### config.mk
export PLATFORM = sky130hd
export DESIGN_NAME = fault_response_retry_ctrl
export DESIGN_NICKNAME = d
export VERILOG_FILES = /design/src/logic/step_timer.v /design/src/logic/fault_response_retry_ctrl.v
export VERILOG_INCLUDE_DIRS = /design/src /design/src/include
export SDC_FILE = /design/constraint.sdc
export NUM_CORES = 1
export LEC_CHECK = 0
export ABC_AREA = 1
export BUFFER_PORTS_ARGS = -buffer_cell sky130_fd_sc_hd__buf_2
export CORE_UTILIZATION = 57
export CTS_CLUSTER_DIAMETER = 50
export DETAILED_ROUTE_END_ITERATION = 8
export PLACE_DENSITY = 0.76
export RECOVER_POWER = 100
export SETUP_SLACK_MARGIN = 0.02
export SLEW_MARGIN = 40
export SYNTH_ARGS = -nofsm -noshare
export SYNTH_HDL_FRONTEND = slang
export SYNTH_SLANG_ARGS = --single-unit
### constraint.sdc
create_clock -name clk -period 2.4 [get_ports clk]
set_clock_uncertainty 0.2 [all_clocks]
set_input_delay 0.36 -clock clk [delete_from_list [all_inputs] [get_ports clk]]
set_output_delay 0.36 -clock clk [all_outputs]
set_load 0.005 [all_outputs]
### src/include/fault_retry_regs.vh
// Contract
// - ADC temperature or input-voltage fault sets status byte, word, source bits, alert low.
// - Action 00b at bits 7:6 keeps the channel running through the fault.
// - Action 01b-11b shuts down now or after turn-off delay, then retries.
// - Retry 000b never restarts; output stays off until an off-then-on command sequence.
// - Retry nonzero restarts up to global count; off command or fault stops it.
// - New retry setting takes effect only after the next off-then-on sequence.
// - Delay field bits 2:0 read fixed 000b; no deglitch on these faults.
// - Turn-on timeout sets high-byte, vout word bit, timeout bit, asserts alert.
// - Retry interval is counted on shared clock edges only.
// - Retry interval is clamped internally to at most 13.1 seconds.
// - Retry interval is taken as a count of 200 us steps, with no rounding.
// - Retry interval register reads back exactly the last written value.
// - Retry count 0 none, 1 to 6 that many, 7 unlimited.
// - Retry counter clears after 16 s without faulting off, or off-then-on; code counts CLEAN_TICKS clk cycles (1600000, 32 ms at 50 MHz).
`ifndef FAULT_RETRY_REGS_VH
`define FAULT_RETRY_REGS_VH
`define ACT_MSB          7
`define ACT_LSB          6
`define RETRY_MSB        5
`define RETRY_LSB        3
`define DLY_MASK         8'hF8
`define CFG_RESET        8'h00
`define SRC_OT           0
`define SRC_UT           1
`define SRC_VIN_OV       2
`define SRC_VIN_UV       3
`define SRC_TON          4
`define RETRY_INF        3'h7
`define STEP_US          200
`define MAX_STEPS        65500
`define CLEAN_US         16000000
`define SB_OTHER         0
`define SB_TEMP          2
`define SB_VIN           3
`define SB_VOUT          5
`define SW_VOUT          15
`define SW_INPUT         13
`define SW_HIGH_BYTE     0
`define TEMP_OT          7
`define TEMP_UT          4
`define VIN_OV           7
`define VIN_UV           4
`define VOUT_TON         2
`endif

### src/logic/step_timer.v
`include "fault_retry_regs.vh"
module step_timer #(
    parameter WIDTH = 32
) (
    input  wire             clk,
    input  wire             reset_n,
    input  wire             start,
    input  wire             tick,
    input  wire [WIDTH-1:0] count,
    output reg              done
);
    reg [WIDTH-1:0] left;
    reg             busy;
    always @(posedge clk or negedge reset_n) begin
        if (!reset_n) begin
            left <= {WIDTH{1'b0}};
            busy <= 1'b0;
            done <= 1'b0;
        end else begin
            done <= 1'b0;
            if (start) begin
                left <= count;
                busy <= 1'b1;
            end else if (busy && tick) begin
                if (left <= {{(WIDTH-1){1'b0}}, 1'b1}) begin
                    busy <= 1'b0;
                    done <= 1'b1;
                end else begin
                    left <= left - {{(WIDTH-1){1'b0}}, 1'b1};
                end
            end
        end
    end
endmodule

### src/logic/fault_response_retry_ctrl.v
`include "fault_retry_regs.vh"
module fault_response_retry_ctrl #(
    parameter CLK_KHZ    = 50000,
    parameter SHARE_KHZ  = 100,
    parameter CLEAN_TICKS = 1600000
) (
    input  wire        clk,
    input  wire        reset_n,
    input  wire        share_clk,
    input  wire [4:0]  fault_in,
    input  wire        cfg_we,
    input  wire [2:0]  cfg_sel,
    input  wire [7:0]  cfg_wdata,
    input  wire        delay_we,
    input  wire [15:0] delay_wdata,
    input  wire [2:0]  retry_count,
    input  wire        chan_on_cmd,
    input  wire        track_en,
    input  wire        toff_done,
    input  wire        ton_done,
    input  wire        clear_faults,
    output reg  [7:0]  overtemp_fault_action_cfg,
    output reg  [7:0]  undertemp_fault_action_cfg,
    output reg  [7:0]  input_overvolt_action_cfg,
    output reg  [7:0]  input_undervolt_action_cfg,
    output reg  [7:0]  turn_on_timeout_action_cfg,
    output reg  [15:0] retry_delay_rd,
    output reg  [7:0]  status_byte,
    output reg  [15:0] status_word,
    output reg  [7:0]  status_temp,
    output reg  [7:0]  status_vin,
    output reg  [7:0]  status_vout,
    output reg         chan_enable,
    output reg         seq_off_req,
    output reg         faulted_off,
    output reg         host_alert_n
);
    localparam ST_ON    = 3'd0;
    localparam ST_SEQOFF = 3'd1;
    localparam ST_OFF   = 3'd2;
    localparam ST_WAIT  = 3'd3;
    localparam ST_TURNON = 3'd4;
    localparam ST_IDLE  = 3'd5;
    reg  [2:0]  state;
    reg  [2:0]  retries;
    reg  [2:0]  latched_retry;
    reg  [4:0]  fault_q;
    reg  [2:0]  share_q;
    reg         on_q;
    reg         tmr_start;
    reg  [2:0]  hit_retry;
    reg         hit_shut;
    reg  [15:0] steps;
    reg  [31:0] clean_cnt;
    reg  [7:0]  act [0:4];
    reg  [14:0] on_retry;
    wire        tmr_done;
    wire [4:0]  rise = fault_in & ~fault_q;
    wire        share_tick = share_q[1] & ~share_q[2];
    integer i;
    always @* begin
        act[0] = overtemp_fault_action_cfg;
        act[1] = undertemp_fault_action_cfg;
        act[2] = input_overvolt_action_cfg;
        act[3] = input_undervolt_action_cfg;
        act[4] = turn_on_timeout_action_cfg;
        hit_shut  = 1'b0;
        hit_retry = 3'h0;
        for (i = 0; i < 5; i = i + 1) begin
            // A raw edge is acted on directly with no filter.
            if (rise[i] && act[i][`ACT_MSB:`ACT_LSB] != 2'b00) begin
                hit_shut  = 1'b1;
                hit_retry = hit_retry | on_retry[i*3 +: 3];
            end
        end
    end
    // The interval is kept in 200 us steps: 13.1 s is 65500 steps. The written
    // value, clamped to 65500, is used as the step count, with no rounding.
    always @* begin
        steps = (delay_wdata > 16'd65500) ? 16'hFFDC : delay_wdata;
    end
    always @(posedge clk or negedge reset_n) begin
        if (!reset_n) begin
            overtemp_fault_action_cfg  <= `CFG_RESET;
            undertemp_fault_action_cfg <= `CFG_RESET;
            input_overvolt_action_cfg  <= `CFG_RESET;
            input_undervolt_action_cfg <= `CFG_RESET;
            turn_on_timeout_action_cfg <= `CFG_RESET;
            retry_delay_rd <= 16'h0000;
        end else begin
            if (cfg_we) begin
                case (cfg_sel)
                    3'd0: overtemp_fault_action_cfg  <= cfg_wdata & `DLY_MASK;
                    3'd1: undertemp_fault_action_cfg <= cfg_wdata & `DLY_MASK;
                    3'd2: input_overvolt_action_cfg  <= cfg_wdata & `DLY_MASK;
                    3'd3: input_undervolt_action_cfg <= cfg_wdata & `DLY_MASK;
                    3'd4: turn_on_timeout_action_cfg <= cfg_wdata & `DLY_MASK;
                    default: ;
                endcase
            end
            if (delay_we)
                retry_delay_rd <= delay_wdata;
        end
    end
    reg [15:0] delay_steps;
    always @(posedge clk or negedge reset_n) begin
        if (!reset_n)
            delay_steps <= 16'h0000;
        else if (delay_we)
            delay_steps <= steps;
    end
    always @(posedge clk or negedge reset_n) begin
        if (!reset_n) begin
            fault_q <= 5'h00;
            share_q <= 3'h0;
            on_q    <= 1'b0;
        end else begin
            fault_q <= fault_in;
            share_q <= {share_q[1:0], share_clk};
            on_q    <= chan_on_cmd;
        end
    end
    always @(posedge clk or negedge reset_n) begin
        if (!reset_n) begin
            status_byte  <= 8'h00;
            status_word  <= 16'h0000;
            status_temp  <= 8'h00;
            status_vin   <= 8'h00;
            status_vout  <= 8'h00;
            host_alert_n <= 1'b1;
        end else begin
            if (clear_faults) begin
                status_byte  <= 8'h00;
                status_word  <= 16'h0000;
                status_temp  <= 8'h00;
                status_vin   <= 8'h00;
                status_vout  <= 8'h00;
                host_alert_n <= 1'b1;
            end
            // Sets are placed after the clear so a fault in the clear cycle wins.
            if (rise[`SRC_OT] | rise[`SRC_UT]) begin
                status_byte[`SB_TEMP] <= 1'b1;
                status_word[`SB_TEMP] <= 1'b1;
                host_alert_n <= 1'b0;
            end
            if (rise[`SRC_OT])
                status_temp[`TEMP_OT] <= 1'b1;
            if (rise[`SRC_UT])
                status_temp[`TEMP_UT] <= 1'b1;
            if (rise[`SRC_VIN_OV] | rise[`SRC_VIN_UV]) begin
                status_byte[`SB_VIN]   <= 1'b1;
                status_word[`SB_VIN]   <= 1'b1;
                status_word[`SW_INPUT] <= 1'b1;
                host_alert_n <= 1'b0;
            end
            if (rise[`SRC_VIN_OV])
                status_vin[`VIN_OV] <= 1'b1;
            if (rise[`SRC_VIN_UV])
                status_vin[`VIN_UV] <= 1'b1;
            if (rise[`SRC_TON]) begin
                status_byte[`SB_OTHER] <= 1'b1;
                status_word[`SB_OTHER] <= 1'b1;
                status_word[`SW_VOUT]  <= 1'b1;
                status_vout[`VOUT_TON] <= 1'b1;
                host_alert_n <= 1'b0;
            end
        end
    end
    // The retry setting is captured only when the channel is switched on, so
    // a write during operation waits for the next off-then-on.
    always @(posedge clk or negedge reset_n) begin
        if (!reset_n) begin
            state         <= ST_IDLE;
            retries       <= 3'h0;
            latched_retry <= 3'h0;
            on_retry      <= 15'h0000;
            clean_cnt     <= 32'h0;
            chan_enable   <= 1'b0;
            seq_off_req   <= 1'b0;
            faulted_off   <= 1'b0;
            tmr_start     <= 1'b0;
        end else begin
            tmr_start <= 1'b0;
            if (state == ST_ON && clean_cnt < CLEAN_TICKS)
                clean_cnt <= clean_cnt + 32'h1;
            else if (state == ST_ON)
                retries <= 3'h0;
            if (!chan_on_cmd) begin
                state       <= ST_IDLE;
                chan_enable <= 1'b0;
                seq_off_req <= 1'b0;
                faulted_off <= 1'b0;
            end else begin
                case (state)
                    ST_IDLE: begin
                        if (!on_q) begin
                            retries       <= 3'h0;
                            latched_retry <= 3'h7;
                            on_retry      <= {
                                turn_on_timeout_action_cfg[5:3],
                                input_undervolt_action_cfg[5:3],
                                input_overvolt_action_cfg[5:3],
                                undertemp_fault_action_cfg[5:3],
                                overtemp_fault_action_cfg[5:3]};
                            clean_cnt     <= 32'h0;
                            chan_enable   <= 1'b1;
                            state         <= ST_ON;
                        end
                    end
                    ST_ON, ST_TURNON: begin
                        // Action 00b faults leave the channel enabled.
                        if (hit_shut) begin
                            latched_retry <= hit_retry;
                            clean_cnt     <= 32'h0;
                            faulted_off   <= 1'b1;
                            if (track_en) begin
                                seq_off_req <= 1'b1;
                                state       <= ST_SEQOFF;
                            end else begin
                                chan_enable <= 1'b0;
                                state       <= ST_OFF;
                            end
                        end else if (state == ST_TURNON && ton_done) begin
                            faulted_off <= 1'b0;
                            state       <= ST_ON;
                        end
                    end
                    ST_SEQOFF: begin
                        if (toff_done) begin
                            seq_off_req <= 1'b0;
                            chan_enable <= 1'b0;
                            state       <= ST_OFF;
                        end
                    end
                    ST_OFF: begin
                        if (latched_retry == 3'h0 || retry_count == 3'h0 ||
                            (retry_count != `RETRY_INF &&
                             retries >= retry_count)) begin
                            state <= ST_OFF;
                        end else begin
                            tmr_start <= 1'b1;
                            state     <= ST_WAIT;
                        end
                    end
                    ST_WAIT: begin
                        if (tmr_done) begin
                            chan_enable <= 1'b1;
                            if (retry_count != `RETRY_INF)
                                retries <= retries + 3'h1;
                            state <= ST_TURNON;
                        end
                    end
                    default: state <= ST_IDLE;
                endcase
            end
        end
    end
    // Step count is scaled to shared-clock edges; the local clock never
    // paces the interval.
    step_timer #(
        .WIDTH (32)
    ) retry_timer (
        .clk     (clk),
        .reset_n (reset_n),
        .start   (tmr_start),
        .tick    (share_tick),
        .count   ({16'h0000, delay_steps} * (SHARE_KHZ / 5)),
        .done    (tmr_done)
    );
endmodule

==> flow_summary.html <==
<table>
<tr><th>Metric</th><th>Value</th></tr>
<tr><th colspan="2">Outcome</th></tr>
<tr><td>Status</td><td>completed</td></tr>
<tr><th colspan="2">Critical path</th></tr>
<tr><td>Category of the most critical setup path</td><td>flip-flop to flip-flop</td></tr>
<tr><td>Arrival @ worst endpoint</td><td>2.39 ns</td></tr>
<tr><td>Delay-heaviest family, CP</td><td>adder cells</td></tr>
<tr><td>CP Cell Sequence</td><td>ha_4 -&gt; ha_4 -&gt; fa_2 -&gt; nand3_1 -&gt; nand2_1 -&gt; nand4_1 -&gt; nand4_1 -&gt; nand3_1 -&gt; nand2_1 -&gt; nand2_1 -&gt; nand2_1</td></tr>
<tr><td>Master of the slowest instance on the critical path</td><td>sky130_fd_sc_hd__dfrtp_1</td></tr>
<tr><td>Buffers &amp; Inverters on Critical Path</td><td>0</td></tr>
<tr><td>CP Max Fanout</td><td>4</td></tr>
<tr><td>Type of destination of the critical path</td><td>flip-flop</td></tr>
<tr><td>Type of element launching the critical path</td><td>flip-flop</td></tr>
<tr><td>Req. time, crit path</td><td>2.53 ns</td></tr>
<tr><td>Dominant cell type by count on the critical path</td><td>sky130_fd_sc_hd__nand2_1</td></tr>
<tr><td>Delay of the slowest critical-path stage</td><td>0.45 ns</td></tr>
<tr><th colspan="2">Detailed routing</th></tr>
<tr><td>Vias per inst</td><td>5.24</td></tr>
<tr><td>Total via count after detailed routing</td><td>8,527</td></tr>
<tr><td>Total length of routed wires</td><td>21.9 mm</td></tr>
<tr><td>Number of search-and-repair iterations in the first detailed-routing pass</td><td>5</td></tr>
<tr><td>Violation count after the first detailed-routing iteration</td><td>729</td></tr>
<tr><td>Routed len/inst</td><td>13.5 µm</td></tr>
<tr><td>Antenna violation net count after detailed routing</td><td>0</td></tr>
<tr><td>Post-route DRC violation count</td><td>0</td></tr>
<tr><th colspan="2">Timing</th></tr>
<tr><td>Final Slew Violations</td><td>0</td></tr>
<tr><td>Headroom to the max-slew limit</td><td>34.8%</td></tr>
<tr><td>Setup TNS</td><td>0 ns</td></tr>
<tr><td>Tightest hold margin</td><td>0.0137 ns</td></tr>
<tr><td>Achievable frequency</td><td>442 MHz</td></tr>
<tr><td>Setup Viol. Count Final</td><td>0</td></tr>
<tr><td>Slew @ Worst Pin</td><td>0.978 ns</td></tr>
<tr><td>Final hold violation count</td><td>0</td></tr>
<tr><td>RSZ-0062 raised after global routing</td><td>yes</td></tr>
<tr><td>Final worst path period share</td><td>94.2%</td></tr>
<tr><td>Post-layout minimum cycle time</td><td>2.26 ns</td></tr>
<tr><th colspan="2">Floorplanning</th></tr>
<tr><td>I/O pins</td><td>153</td></tr>
<tr><td>Core area</td><td>16,500 µm²</td></tr>
<tr><td>Standard-cell row count</td><td>47</td></tr>
<tr><td>DIE AREA</td><td>17,300 µm²</td></tr>
<tr><td>Die Height</td><td>132 µm</td></tr>
<tr><td>DIE WIDTH</td><td>132 µm</td></tr>
<tr><td>Initial Utilization</td><td>58.1%</td></tr>
<tr><th colspan="2">Logic synthesis</th></tr>
<tr><td>Distinct cells, synth</td><td>43</td></tr>
<tr><td>Average cell area after synthesis</td><td>7.56 µm²</td></tr>
<tr><td>Number of flip-flops and latches in the synthesized netlist</td><td>168</td></tr>
<tr><td>Post-synthesis cell count</td><td>1,267</td></tr>
<tr><td>Netlist area before placement</td><td>9570 µm²</td></tr>
<tr><td>Synthesis Warnings</td><td>0</td></tr>
<tr><td>Sequential cell area fraction in the yosys report</td><td>43.9%</td></tr>
<tr><th colspan="2">Cells and area</th></tr>
<tr><td>Synthesis-to-layout area growth</td><td>16.3%</td></tr>
<tr><td>Nets@finish</td><td>1,475</td></tr>
<tr><td>Antenna diodes</td><td>0</td></tr>
<tr><td>Fill cells</td><td>1,353</td></tr>
<tr><td>Most common cell after layout, fill and taps aside</td><td>sky130_fd_sc_hd__nand2_1</td></tr>
<tr><td>Area occupied by multi-input gates</td><td>4610 µm²</td></tr>
<tr><td>Finished Cell Area</td><td>11,100 µm²</td></tr>
<tr><td>Commonest cells after routing, fill and taps aside</td><td>sky130_fd_sc_hd__nand2_1 (356), sky130_fd_sc_hd__dfrtp_1 (164), sky130_fd_sc_hd__nor2_1 (159)</td></tr>
<tr><td>Share of cells above drive strength 1</td><td>11.2%</td></tr>
<tr><td>Area occupied by registers</td><td>4210 µm²</td></tr>
<tr><th colspan="2">Clock network</th></tr>
<tr><td>Max Root-Sink Buffers</td><td>2</td></tr>
<tr><td>CTS H-tree lvls</td><td>4</td></tr>
<tr><td>Sink count of the clock tree</td><td>168</td></tr>
<tr><td>CTS buffer count</td><td>17</td></tr>
<tr><td>Clock insertion delay at the later pin of the skew report</td><td>0.45 ns</td></tr>
<tr><td>Clk Tree Root Cell</td><td>sky130_fd_sc_hd__clkbuf_16</td></tr>
<tr><td>Clock tree from TritonCTS</td><td>yes</td></tr>
<tr><td>Reg clk slew, reported paths</td><td>0.08 ns</td></tr>
<tr><th colspan="2">Run</th></tr>
<tr><td>Maximum capacitance violations</td><td>0</td></tr>
<tr><th colspan="2">Place</th></tr>
<tr><td>Area after DPL</td><td>10,200 µm²</td></tr>
<tr><td>RePlAce Congestion</td><td>0.869</td></tr>
<tr><td>Quantity of I/O buffers inserted on ports</td><td>99</td></tr>
<tr><td>Post-DP HPWL</td><td>15.1 mm</td></tr>
<tr><th colspan="2">Global routing</th></tr>
<tr><td>Remaining global-route overflow</td><td>0</td></tr>
<tr><td>Pin count of the biggest net entering global routing</td><td>51</td></tr>
<tr><td>First-pass GRT wire length</td><td>37.0 mm</td></tr>
<tr><td>Global routing usage summed across all routing layers</td><td>26.1%</td></tr>
<tr><td>Number of global-route vias before repair</td><td>8,020</td></tr>
<tr><td>Antenna violations before repair</td><td>0</td></tr>
<tr><th colspan="2">Power and ir drop</th></tr>
<tr><td>VDD IR max</td><td>0.000648 V</td></tr>
<tr><td>Areal power density over the cells</td><td>892 nW/µm²</td></tr>
<tr><td>Leak Pwr</td><td>5.72 nW</td></tr>
<tr><th colspan="2">Hold path</th></tr>
<tr><td>Worst Hold Class</td><td>input port to flip-flop</td></tr>
</table>
-- area by class of cell --
class                   instances  area share, %
multi-input cells             921           41.4
clock buffers                  17           3.82
flip-flops and latches        168           37.8
inverters                     145           4.93
clock inverters                15           1.91
repair buffers                141           7.67
well taps                     220           2.47
-- stage by stage --
| stage | setup slack (ns) | power, mW | utilization, % | std cells |
|---|---|---|---|---|
| after global routing | -0.00265 | 10.6 | 67.6 | 1627 |
| after detailed placement | 0.0638 | 6.90 | 61.7 | 1569 |
| after global placement | 0.0854 | 6.81 | 61.7 | 1569 |
| after CTS | 0.0856 | 9.88 | 67.1 | 1625 |
| final | 0.139 | 9.93 | 67.6 | 1627 |
| after floorplan | 0.250 | 6.05 | - | 1316 |
-- per-layer routing --
metal / share of wire [%] / vias up / track usage, %
met3: 5.6 / 38 / 5.48
met1: 45 / 4004 / 35.1
met2: 48 / 302 / 42.4
met5: 0 / - / 0
met4: 1.9 / 0 / 8.01
li1: - / 4183 / -
-- worst register-to-register path, cell delays in order, from the launching register on --
cell and delay (ns):
sky130_fd_sc_hd__dfrtp_1 0.45, sky130_fd_sc_hd__ha_4 0.26, sky130_fd_sc_hd__ha_4 0.17, sky130_fd_sc_hd__fa_2 0.40
sky130_fd_sc_hd__nand3_1 0.10, sky130_fd_sc_hd__nand2_1 0.09, sky130_fd_sc_hd__nand4_1 0.12, sky130_fd_sc_hd__nand4_1 0.09
sky130_fd_sc_hd__nand3_1 0.11, sky130_fd_sc_hd__nand2_1 0.06, sky130_fd_sc_hd__nand2_1 0.06, sky130_fd_sc_hd__nand2_1 0.05
-- logic make-up (layout without fill, tap and decap cells) --
logic type	after synthesis	after routing	share of synthesized area (%)
xor+xnor	29	29	2.65
other cells	1	50	0.0392
fa+ha+maj	36	36	4.78
compound gates	156	156	8.74
flops	168	168	43.9
mux	1	1	0.105
simple gates	649	649	28.2
buf+inv	227	318	11.5
-- what timing repair did --
| action | 4_1_cts | 5_1_grt |
|---|---|---|
| pin swaps | 0 | 4 |
| gates resized for setup | 1 | 27 |
| buffers inserted | 0 | 2 |
| setup endpoints to repair | 1 | 10 |
| endpoints found under the hold margin | 112 | 0 |
| hold buffers | 24 | 0 |
-- sequential cells by signal (all words and copies together), names as in the netlist, 2 cells and up --
name,flops
latched_retry,3
turn_on_timeout_action_cfg,5
clean_cnt,32
status_word,2
state,3
delay_steps,16
retry_timer.left,32
retries,3
retry_delay_rd,16
on_retry,15
undertemp_fault_action_cfg,5
status_temp,2
fault_q,5
status_vin,2
input_overvolt_action_cfg,5
overtemp_fault_action_cfg,5
input_undervolt_action_cfg,5
share_q,3
-- cells in the mapped netlist --
library cell | n | area (µm²)
sky130_fd_sc_hd__nand2_1 | 356 | 1340
sky130_fd_sc_hd__dfrtp_1 | 165 | 4130
sky130_fd_sc_hd__nor2_1 | 160 | 601
sky130_fd_sc_hd__inv_1 | 141 | 529
sky130_fd_sc_hd__o21ai_0 | 86 | 430
sky130_fd_sc_hd__nand3_1 | 76 | 380
sky130_fd_sc_hd__buf_4 | 57 | 428
sky130_fd_sc_hd__ha_1 | 35 | 438
sky130_fd_sc_hd__a21oi_1 | 33 | 165
sky130_fd_sc_hd__nand4_1 | 19 | 119
sky130_fd_sc_hd__xor2_1 | 17 | 149
sky130_fd_sc_hd__nor3_1 | 14 | 70.1
sky130_fd_sc_hd__o21ai_1 | 14 | 70.1
sky130_fd_sc_hd__xnor2_1 | 12 | 105
sky130_fd_sc_hd__buf_2 | 11 | 55.1
sky130_fd_sc_hd__clkbuf_1 | 10 | 37.5
sky130_fd_sc_hd__o22ai_1 | 7 | 43.8
sky130_fd_sc_hd__nand3b_1 | 6 | 45.0
sky130_fd_sc_hd__o211ai_1 | 6 | 45.0
sky130_fd_sc_hd__nor2_2 | 5 | 31.3
sky130_fd_sc_hd__nand2_2 | 4 | 25.0
sky130_fd_sc_hd__o31ai_1 | 4 | 30.0
sky130_fd_sc_hd__dfstp_2 | 3 | 78.8
sky130_fd_sc_hd__nor2_4 | 3 | 33.8
sky130_fd_sc_hd__buf_1 | 2 | 7.51
sky130_fd_sc_hd__buf_6 | 2 | 22.5
sky130_fd_sc_hd__inv_4 | 2 | 12.5
sky130_fd_sc_hd__nand2_4 | 2 | 22.5
sky130_fd_sc_hd__a31oi_1 | 1 | 6.26
sky130_fd_sc_hd__and2_1 | 1 | 6.26
sky130_fd_sc_hd__clkinv_1 | 1 | 3.75
sky130_fd_sc_hd__conb_1 | 1 | 3.75
sky130_fd_sc_hd__fa_1 | 1 | 20.0
sky130_fd_sc_hd__inv_2 | 1 | 3.75
sky130_fd_sc_hd__mux2i_1 | 1 | 10.0
sky130_fd_sc_hd__nor2_8 | 1 | 20.0
sky130_fd_sc_hd__nor3b_1 | 1 | 7.51
sky130_fd_sc_hd__o2111ai_1 | 1 | 8.76
sky130_fd_sc_hd__o211ai_2 | 1 | 12.5
sky130_fd_sc_hd__o21ai_2 | 1 | 8.76
sky130_fd_sc_hd__o21bai_1 | 1 | 7.51
sky130_fd_sc_hd__o32ai_1 | 1 | 8.76
sky130_fd_sc_hd__or2_2 | 1 | 6.26
-- worst paths after layout --
path	start	to	slack, ns	cells after the start
min reg2reg	share_q[0]	share_q[1]	0.15	0
max	delay_steps[3]	retry_timer.left[17]	0.14	11
max in group asynchronous	reset_n	delay_steps[2]	0.42	3
min in group asynchronous	reset_n	clean_cnt[10]	0.41	2
min	delay_wdata[15]	retry_delay_rd[15]	0.01	3
max reg2reg	delay_steps[3]	retry_timer.left[17]	0.14	11
-- power by group --
group	internal (mW)	switching, mW
Clock	1.53	1.38
Sequential	3.39	0.453
Combinational	1.18	2.00
(Power assumes the default switching activity.)
